**src/tuning_regs_defs.vh**
```
/*
 * Register offsets, field positions, reset values and codes for the
 * down-converter tuning register group.
 * Assumes inclusion by bare name from the design files of this block.
 */
`ifndef TUNING_REGS_DEFS_VH
`define TUNING_REGS_DEFS_VH

// Register addresses on the serial control port (15-bit address space).
`define OFS_LOAD_MODE 15'h0164
`define OFS_FEATURE 15'h0165
`define OFS_FREQ_PICK 15'h0166
`define OFS_RATE_LOW 15'h0167
`define OFS_RATE_HIGH 15'h0168
`define OFS_GLOBAL 15'h0169
`define OFS_ZONE 15'h016b

// Reset values of the stored registers.
`define RST_LOAD_MODE 8'h00
`define RST_FEATURE 8'h00
`define RST_FREQ_PICK 8'h00
`define RST_RATE 8'h00
`define RST_GLOBAL 8'h00
`define RST_ZONE 8'h00

// Field positions in the load and mode register.
`define BIT_PHASE_MODE 0
`define BIT_NEG_IMAGE 3
`define LSB_OSC_LOAD 4

// Field positions in the feature control register.
`define BIT_COMMON_LOAD 0
`define BIT_REG_SELECT 1
`define BIT_AUTOLOAD_DIS 2
`define BIT_LOW_LATENCY 4

// Field positions in the global configuration register.
`define BIT_UNEQUAL 7
`define LSB_PATH_COUNT 4
`define BIT_QUAD_ENABLE 2

// Field positions in the sampling-zone register.
`define BIT_ZONE_LOAD 4

// Path count codes.
`define PATHS_DUAL 2'h0
`define PATHS_QUAD 2'h1
`define PATHS_SINGLE 2'h2

// Highest valid sampling-zone code (sixth zone).
`define ZONE_MAX 3'h5

`endif

```
**src/rise_detect.v**
```verilog
/*
 * Rising-edge detector for a stored strobe bit, one pulse per 0-to-1 step.
 * Assumes the input is a register in the same clock domain.
 */
`timescale 1ns/10ps
module rise_detect (
   input wire i_clock,
   input wire i_rst_n,
   input wire i_level,
   output wire o_rise
);
   // Previous value; reset to zero so a bit already one at reset gives an edge.
   reg prev_q;

   // Track the level each cycle.
   always @(posedge i_clock or negedge i_rst_n) begin
      if (!i_rst_n) begin
         prev_q <= 1'b0;
      end else begin
         prev_q <= i_level;
      end
   end

   // Holding the level high gives no further pulse.
   assign o_rise = i_level & ~prev_q;
endmodule // rise_detect

```
**src/rate_decode.v**
```verilog
/*
 * Decodes a four-bit decimation code into a log2 factor and bypass flag.
 * Assumes pure combinational use; no clock.
 */
`timescale 1ns/10ps
module rate_decode (
   input wire [3:0] i_code,
   output wire o_bypass,
   output wire [3:0] o_log2
);
   // Code zero bypasses; code n divides by 2 to the power n.
   assign o_bypass = (i_code == 4'h0);
   assign o_log2 = i_code;
endmodule // rate_decode

```
**src/downconverter_tuning_regs.v**
```verilog
/*
 * Tuning register group of a four-path digital down-converter: frequency
 * load strobes, oscillator mode, frequency pick, bypass and decimation.
 * Assumes a serial control port front end that delivers one-cycle write
 * and read strobes with address and data in the device clock domain.
 */
//
// Operation
// - Per-oscillator load bit rising edge loads it.
// - Negative image applies only in complex mode.
// - Phase mode: zero continuous, one coherent.
// - Low-latency bit bypasses all processing.
// - Autoload disable blocks pin-switch frequency loads.
// - Source bit picks pins or select register.
// - Common load edge loads all four oscillators.
// - Two-bit pick per path, path three top.
// - Rate pairs: odd path high, even low.
// - Per-path rates only with unequal bit set.
// - Rate codes: bypass, 2, 4, up to 32768.
// - Unequal bit chooses common or individual factors.
// - Path count: dual, quad, single; 11 unused.
// - Common rate field in lowest four bits.
// - Zone load edge copies zone to working.
// - Zone codes 000 to 101; others unused.
// - Complex enable selects real or complex decimation.
`timescale 1ns/10ps
`include "tuning_regs_defs.vh"
module downconverter_tuning_regs (
   input wire i_clock,
   input wire i_rst_n,
   input wire i_wr_en,
   input wire i_rd_en,
   input wire [14:0] i_addr,
   input wire [7:0] i_wdata,
   input wire [7:0] i_pin_pick,
   output reg [7:0] o_rdata,
   output reg o_rvalid,
   output reg [3:0] o_osc_load,
   output reg [7:0] o_active_pick,
   output reg o_phase_coherent,
   output reg o_neg_image,
   output reg o_low_latency,
   output reg o_complex_mode,
   output reg [1:0] o_path_count,
   output reg [15:0] o_path_log2,
   output reg [3:0] o_path_bypass,
   output reg [2:0] o_zone_work,
   output reg o_zone_valid
);
   // Stored registers, one byte each.
   reg [7:0] load_mode_q;
   reg [7:0] feature_q;
   reg [7:0] freq_pick_q;
   reg [7:0] rate_low_q;
   reg [7:0] rate_high_q;
   reg [7:0] global_q;
   reg [7:0] zone_q;
   // Last sampled pin pick, used to spot a pin-driven frequency switch.
   reg [7:0] pin_prev_q;

   // Edge pulses from the load strobes.
   wire [3:0] osc_rise;
   wire common_rise;
   wire zone_rise;
   // Decoded decimation per path.
   wire [3:0] path_code [0:3];
   wire [3:0] dec_bypass;
   wire [3:0] dec_log2 [0:3];
   wire [15:0] dec_log2_flat;
   // Frequency selection and automatic load from a pin switch.
   wire reg_source;
   wire [7:0] pick_now;
   wire pin_switch;
   wire auto_load;

   // Register writes; reserved must-write-zero bits are kept as written.
   always @(posedge i_clock or negedge i_rst_n) begin
      if (!i_rst_n) begin
         load_mode_q <= `RST_LOAD_MODE;
         feature_q <= `RST_FEATURE;
         freq_pick_q <= `RST_FREQ_PICK;
         rate_low_q <= `RST_RATE;
         rate_high_q <= `RST_RATE;
         global_q <= `RST_GLOBAL;
         zone_q <= `RST_ZONE;
      end else if (i_wr_en) begin
         case (i_addr)
            `OFS_LOAD_MODE: begin
               load_mode_q <= i_wdata;
            end
            `OFS_FEATURE: begin
               feature_q <= i_wdata;
            end
            `OFS_FREQ_PICK: begin
               freq_pick_q <= i_wdata;
            end
            `OFS_RATE_LOW: begin
               rate_low_q <= i_wdata;
            end
            `OFS_RATE_HIGH: begin
               rate_high_q <= i_wdata;
            end
            `OFS_GLOBAL: begin
               global_q <= i_wdata;
            end
            `OFS_ZONE: begin
               zone_q <= i_wdata;
            end
            default: begin
               // Other addresses belong to other register groups.
               zone_q <= zone_q;
            end
         endcase
      end
   end

   // Registered read port; unmapped addresses read as zero.
   always @(posedge i_clock or negedge i_rst_n) begin
      if (!i_rst_n) begin
         o_rdata <= 8'h00;
         o_rvalid <= 1'b0;
      end else begin
         o_rvalid <= i_rd_en;
         if (i_rd_en) begin
            case (i_addr)
               `OFS_LOAD_MODE: o_rdata <= load_mode_q;
               `OFS_FEATURE: o_rdata <= feature_q;
               `OFS_FREQ_PICK: o_rdata <= freq_pick_q;
               `OFS_RATE_LOW: o_rdata <= rate_low_q;
               `OFS_RATE_HIGH: o_rdata <= rate_high_q;
               `OFS_GLOBAL: o_rdata <= global_q;
               `OFS_ZONE: o_rdata <= zone_q;
               default: o_rdata <= 8'h00;
            endcase
         end
      end
   end

   // One edge detector per oscillator load bit.
   genvar gi;
   generate
      for (gi = 0; gi < 4; gi = gi + 1) begin : g_osc
         rise_detect u_osc_rise (
            .i_clock(i_clock),
            .i_rst_n(i_rst_n),
            .i_level(load_mode_q[`LSB_OSC_LOAD + gi]),
            .o_rise(osc_rise[gi])
         );
      end
   endgenerate

   // Common load strobe edge.
   rise_detect u_common_rise (
      .i_clock(i_clock),
      .i_rst_n(i_rst_n),
      .i_level(feature_q[`BIT_COMMON_LOAD]),
      .o_rise(common_rise)
   );

   // Zone load strobe edge.
   rise_detect u_zone_rise (
      .i_clock(i_clock),
      .i_rst_n(i_rst_n),
      .i_level(zone_q[`BIT_ZONE_LOAD]),
      .o_rise(zone_rise)
   );

   // Frequency source: pins while the source bit is clear.
   assign reg_source = feature_q[`BIT_REG_SELECT];
   assign pick_now = reg_source ? freq_pick_q : i_pin_pick;

   // A pin change in pin mode loads unless auto-load is disabled.
   assign pin_switch = ~reg_source & (i_pin_pick != pin_prev_q);
   assign auto_load = pin_switch & ~feature_q[`BIT_AUTOLOAD_DIS];

   // Per-path codes: common field unless unequal decimation is set.
   generate
      for (gi = 0; gi < 4; gi = gi + 1) begin : g_path
         // Even paths take the low nibble, odd paths the high nibble.
         assign path_code[gi] = global_q[`BIT_UNEQUAL] ?
            ((gi < 2) ?
             ((gi % 2 == 1) ? rate_low_q[7:4] : rate_low_q[3:0]) :
             ((gi % 2 == 1) ? rate_high_q[7:4] : rate_high_q[3:0])) :
            global_q[3:0];
         rate_decode u_dec (
            .i_code(path_code[gi]),
            .o_bypass(dec_bypass[gi]),
            .o_log2(dec_log2[gi])
         );
         assign dec_log2_flat[4 * gi + 3:4 * gi] = dec_log2[gi];
      end
   endgenerate

   // Pin history and all registered outputs but the read port.
   always @(posedge i_clock or negedge i_rst_n) begin
      if (!i_rst_n) begin
         pin_prev_q <= 8'h00;
         o_osc_load <= 4'h0;
         o_active_pick <= 8'h00;
         o_phase_coherent <= 1'b0;
         o_neg_image <= 1'b0;
         o_low_latency <= 1'b0;
         o_complex_mode <= 1'b0;
         o_path_count <= `PATHS_DUAL;
         o_path_log2 <= 16'h0000;
         o_path_bypass <= 4'h0;
         o_zone_work <= 3'h0;
         o_zone_valid <= 1'b1;
      end else begin
         pin_prev_q <= i_pin_pick;
         // Common edge or automatic pin load reaches all four oscillators.
         o_osc_load <= osc_rise | {4{common_rise | auto_load}};
         o_active_pick <= pick_now;
         o_phase_coherent <= load_mode_q[`BIT_PHASE_MODE];
         o_complex_mode <= global_q[`BIT_QUAD_ENABLE];
         // Negative image is meaningless for real decimation, so gate it.
         o_neg_image <= load_mode_q[`BIT_NEG_IMAGE] &
            global_q[`BIT_QUAD_ENABLE];
         o_low_latency <= feature_q[`BIT_LOW_LATENCY];
         o_path_count <= global_q[`LSB_PATH_COUNT + 1:`LSB_PATH_COUNT];
         // Low latency forces every path into bypass.
         o_path_log2 <= feature_q[`BIT_LOW_LATENCY] ? 16'h0000 :
            dec_log2_flat;
         o_path_bypass <= dec_bypass | {4{feature_q[`BIT_LOW_LATENCY]}};
         if (zone_rise) begin
            o_zone_work <= zone_q[2:0];
            o_zone_valid <= (zone_q[2:0] <= `ZONE_MAX);
         end
      end
   end
endmodule // downconverter_tuning_regs

```
**config.mk**
```make
export PLATFORM = sky130hd
export DESIGN_NAME = downconverter_tuning_regs
export DESIGN_NICKNAME = d
export VERILOG_FILES = /design/src/rise_detect.v /design/src/rate_decode.v /design/src/downconverter_tuning_regs.v
export VERILOG_INCLUDE_DIRS = /design/src /design/src/src
export SDC_FILE = /design/constraint.sdc
export NUM_CORES = 1
export LEC_CHECK = 0
export BUFFER_PORTS_ARGS = -buffer_cell sky130_fd_sc_hd__buf_2
export CAP_MARGIN = 20
export CORE_MARGIN = 3
export CORE_UTILIZATION = 60
export CTS_BUF_LIST = sky130_fd_sc_hd__clkbuf_16
export DETAILED_ROUTE_END_ITERATION = 7
export PLACE_DENSITY = 0.85
export SETUP_SLACK_MARGIN = 0.1
export SYNTH_ARGS = -nofsm -noshare
export SYNTH_HDL_FRONTEND = slang
export SYNTH_SLANG_ARGS = --single-unit
export TNS_END_PERCENT = 20
```
**constraint.sdc**
```tcl
create_clock -name i_clock -period 1.9 [get_ports i_clock]
set_input_delay 0.095 -clock i_clock [delete_from_list [all_inputs] [get_ports i_clock]]
set_output_delay 0.095 -clock i_clock [all_outputs]
set_load 0.02 [all_outputs]
```
[Word-level counts from Yosys, hierarchy flattened]
Cells that the tools add are included.
Cells by class
  bitwise operators: 20
  muxes and demuxes: 7
  equality and inequality tests: 8
  reduce and logical (&&, ||, !) cells: 11
  $lt $le $gt $ge: 1
Operator list (number)
  $eq A15 B9 Y1 const B: 7
  $pmux W8 S7: 1
  $logic_not A4 Y1: 4
  $mux W16: 1
  $mux W4: 4
  $reduce_and A2 Y1: 7
  $and A1 B1 Y1: 9
  $mux W8: 1
  $ne A8 B8 Y1: 1
  $not A1 Y1: 8
  $or A4 B4 Y4: 2
  $le A3 B3 Y1 const B: 1
  $or A1 B1 Y1: 1
Word-level totals
  output and inout port bits: 51
  register bits after elaboration: 121

[Longest topological paths before layout]
  depth after elaboration: 5
  depth in mapped cells: 7
  depth with buffers taken out: 5

[Hierarchy]
A second synthesis with hierarchy kept.
Unflattened totals
  cells, all modules: 429
  area total of the unflattened synthesis: 5436.5 sq um
By module, submodules not included
  downconverter_tuning_regs: area an instance 5033.6 sq um, times used 1, cells an instance 397
  rise_detect: area an instance 38.8 sq um, times used 6, cells an instance 2
  rate_decode: area an instance 42.5 sq um, times used 4, cells an instance 5

[Worst setup path after synthesis]
OpenSTA, ideal clock, no wires.
  path type: input-to-reg
  from: input port i_addr[11]
  to: register feature_q[0]
  library setup time: 0.125 ns
  required time: 1.775 ns
  path slack: 0.156 ns
  stages: 4
  data arrival time: 1.619 ns
  buffers on the path: 0
  cells stage by stage: or4_4 -> nor4_4 -> nand2_4 -> mux2_4
Between the ends
  word-level cells in the longest chain between the ends: 2
Ends and longest elaborated chain
  start: declaration: line downconverter_tuning_regs.v:33  | input wire [14:0] i_addr,
  $eq A15 B9 Y1: line downconverter_tuning_regs.v:87  | case (i_addr)
  $reduce_and A2 Y1 (no line)
  end signal: assignment: line downconverter_tuning_regs.v:80  | feature_q <= `RST_FEATURE;
  end signal: assignment: line downconverter_tuning_regs.v:92  | feature_q <= i_wdata;
  end: declaration: line downconverter_tuning_regs.v:52  | reg [7:0] feature_q;
Every way passes these cells.
A chain may end at the register's enable or synchronous reset.

[Worst setup path in the final report]
  from: register global_q[7]
  to: register o_path_bypass[1]
Between the ends
  word-level cells in the longest chain between the ends: 3
Ends and longest elaborated chain
  start: declaration: line downconverter_tuning_regs.v:56  | reg [7:0] global_q;
  start signal: assignment: line downconverter_tuning_regs.v:84  | global_q <= `RST_GLOBAL;
  start signal: assignment: line downconverter_tuning_regs.v:104  | global_q <= i_wdata;
  $mux W4: line downconverter_tuning_regs.v:180  | assign path_code[gi] = global_q[`BIT_UNEQUAL] ?
  $logic_not A4 Y1: line rate_decode.v:12  | assign o_bypass = (i_code == 4'h0);
  $or A4 B4 Y4: line downconverter_tuning_regs.v:224  | o_path_bypass <= dec_bypass | {4{feature_q[`BIT_LOW_LATENCY]}};
  end signal: assignment: line downconverter_tuning_regs.v:224
  end: declaration: line downconverter_tuning_regs.v:46  | output reg [3:0] o_path_bypass,
Every way passes these cells.

==> results.py <==
metrics = {
    "run_status": {
        "status": "finished clean",
    },
    "synth": {
        "ys.flop_type": "dfrtp_1",
        "mappedNetlistArea_mm2": 0.00502,
        "ys_types": 46,
        "synth.area.top_cells": "dfrtp_1 60%, mux2_2 11%, a21oi_1 3.2%, mux2_1 2.5%, mux2_4 2.4%",
        "synth-edff-count": 0,
        "synth_seq_cells": 121,
        "syn_area_per_cell_um2": 13.3,
        "syn_inst": 377,
        "synthArstFlopShare_pct": 100,
        "synth_nets": 412,
        "synth_top_cell_by_area": "dfrtp_1",
        "yosys_warnings": 0,
        "yosysSeqAreaShare_pct": 60.4,
        "yosys.area.top_type_share_pct": 59.9,
    },
    "cells_and_area": {
        "instances_no_fill": 608,
        "nFillCells": 441,
        "multiInputGateArea_mm2": 0.00192,
        "num_antenna_cells": 0,
        "final_layout_size_suffix_gt1_share_pct": 39.9,
        "syn2layout_area_growth_pct": 26.8,
        "nNetsFinal": 528,
        "ff_latch_area_mm2": 0.00303,
    },
    "worst_setup_path": {
        "cp.arrival_ns": 1.95,
        "cp.required_ns": 2.21,
        "crit_chain": "buf_4 -> nor3_1 -> a21oi_1 -> o21bai_1",
        "max_stage_delay_ns": 0.51,
        "worstPathBufferInverterCount": 1,
        "cp-start-kind": "register",
        "crit_slowest_cell": "dfrtp_1",
        "cp_max_fo": 19,
        "r2r-start": "global_q[7]",
        "endpoint_kind": "register",
        "cp.depth": 4,
        "crit_start": "global_q[7]",
        "cp_top_family": "flip-flops",
        "critPathKind": "reg2reg",
        "worst_r2r_path_depth": 4,
    },
    "pwr": {
        "pwr-share-seq_pct": 42.7,
        "clock_power_share_pct": 53.2,
        "power_frac_comb_pct": 4.0,
        "power_switching_w": 0.00135,
        "ir_drop_uv": 735,
        "p_per_area_mw_per_mm2": 959,
        "internal-power_w": 0.00475,
        "switching_share_pct": 22.1,
        "p_leak_nw": 3.13,
    },
    "clocking": {
        "clock_latency_ns": 0.41,
        "clockBufferDepth": 2,
        "root_buffer": "clkbuf_16",
        "cts_tree": "built",
        "cts_made_buffers": 17,
        "path_clk_slew_ns": 0.06,
        "htreeDepth": 4,
        "clock_sinks": 121,
    },
    "place": {
        "dp_hpwl_mm": 8.40,
        "place_ws_ns": 0.0104,
        "post-place-cells": 566,
        "routabilityCongestion": 0.944,
        "portBuffers": 85,
    },
    "timing": {
        "clock_skew_ns": 0.00680,
        "fin_ws_ns": 0.261,
        "finalHoldViolations": 0,
        "maxSlewHeadroom_pct": 61.2,
        "whs_ns": 0.0338,
        "clock.fmax_mhz": 610,
        "fin_crit_ns": 1.64,
        "setup_viol": 0,
        "rsz0062_at_grt": "no",
        "tns_ns": 0,
        "maxSlewViolCount": 0,
        "tightest_slew_ns": 0.578,
        "finalCritPeriodShare_pct": 86.3,
    },
    "global_route": {
        "antenna_found_initial": 0,
        "grt_max_degree": 46,
        "grt_pass1_vias": 3926,
        "grt_overflow": 0,
        "grt_pass1_wl_mm": 21.3,
        "grt_usage_pct": 29.4,
    },
    "detailed_routing": {
        "drt_iter0_drc": 293,
        "wl_per_cell_um": 22.0,
        "drt_pass1_iterations": 5,
        "via_per_inst": 6.21,
        "detail-route-antenna-nets": 0,
        "drc_errors": 0,
        "routed_wl_mm": 13.4,
        "num_vias": 3773,
    },
    "hold_path": {
        "min_path_cells": 2,
        "hp-start": "i_wdata[6]",
        "hold_path_class": "in2reg",
    },
    "floorplan": {
        "dieWidth_um": 97.4,
        "die-area_mm2": 0.00949,
        "fp.dieH_um": 97.4,
        "core_mm2": 0.00793,
        "start_util_pct": 63.3,
        "placement_rows": 32,
        "io_pins": 86,
    },
    "job": {
        "maxCapViolCount": 0,
    },
}
per-layer routing:
layer / vias to the layer above / track usage [%] / routed length (um)
li1: 1612 / - / -
met5: - / 0 / 0
met3: 47 / 7.18 / 1130
met1: 1892 / 38.1 / 5110
met4: 0 / 12.0 / 398
met2: 222 / 47.9 / 6710
cell families (layout without fill, tap and decap cells):
| family | Yosys count | after routing | synth area share, % |
|---|---|---|---|
| AND/OR/NAND/NOR | 80 | 80 | 10.3 |
| AO/OA/AOI/OAI | 75 | 75 | 9.38 |
| buffers and inverters | 19 | 148 | 1.50 |
| XOR/XNOR | 8 | 8 | 1.40 |
| multiplexers | 74 | 74 | 17.0 |
| flip-flops | 121 | 121 | 60.4 |
per-stage QoR:
stage	power (W)	instance area (um^2)	util [%]
after global routing	0.00626	6360	80.3
after CTS	0.00612	6360	80.2
after global placement	0.00287	5660	71.4
final	0.00610	6360	80.3
after floorplan	0.00273	5020	-
after detailed placement	0.00288	5660	71.4
cells in the mapped netlist, types with 2 or more instances:
library cell	n
nand3_1	5
a22o_1	7
mux2_1	11
o21bai_1	3
nor2_1	9
nor4_1	4
or4b_2	2
nor3_1	2
mux2i_1	7
clkbuf_1	11
o21ai_0	12
xor2_1	8
a221oi_1	8
nand4b_1	2
nand2_4	2
nand4bb_1	2
dfrtp_1	120
nand2_1	17
nand2b_1	15
inv_1	6
mux2_4	8
nor4_2	2
a21oi_1	32
nor2b_1	2
a22oi_1	9
and2_1	2
nor3b_1	3
mux2_2	48
cells in the final DEF, fill, tap and decap left out, types with 9 or more instances in the layout:
| cell type | instances |
|---|---|
| nor2_1 | 9 |
| nand2_1 | 17 |
| buf_2 | 84 |
| o21ai_0 | 12 |
| mux2_1 | 11 |
| mux2_2 | 48 |
| dfrtp_1 | 120 |
| a22oi_1 | 9 |
| a21oi_1 | 31 |
| nand2b_1 | 15 |
| dlygate4sd3_1 | 10 |
| clkbuf_16 | 17 |
| buf_4 | 14 |
sequential cells by signal, summed over array words and instances, names as in the netlist, 8 cells and up:
register,count
load_mode_q,8
o_active_pick,8
freq_pick_q,8
rate_low_q,8
rate_high_q,8
pin_prev_q,8
o_path_log2,16
feature_q,8
zone_q,8
o_rdata,8
global_q,8
power by group through the flow:
stage	Clock, W	Combinational (W)	Sequential [W]
floorplan	0	0.0000587	0.00267
global placement	0	0.000220	0.00265
detailed placement	0	0.000229	0.00265
CTS	0.00327	0.000247	0.00261
global route	0.00338	0.000270	0.00261
finish	0.00325	0.000247	0.00261
final cells by class:
type                       count  area share [%]
sequential                   121            47.6
multi-input combinational    237            30.1
timing repair buffer         110            10.5
clock buffer                  17            6.69
clock inverter                15            2.77
tap                          102            2.01
inverter                       6           0.354
final timing paths:
kind | end | slack (ns)
max in group asynchronous | o_zone_valid | 1.05
worst min-delay path | zone_q[6] | 0.03
worst max register to register | o_path_bypass[1] | 0.26
worst max-delay path | o_path_bypass[1] | 0.26
min in group asynchronous | pin_prev_q[6] | 0.19
worst min register to register | o_osc_load[2] | 0.42
what timing repair did:
action	in CTS	in global routing
endpoints found under the setup margin	0	1
gates resized for setup	0	1
hold endpoints to repair	49	0
hold buffers	10	0
buffers inserted	0	0
(Power assumes the default switching activity.)
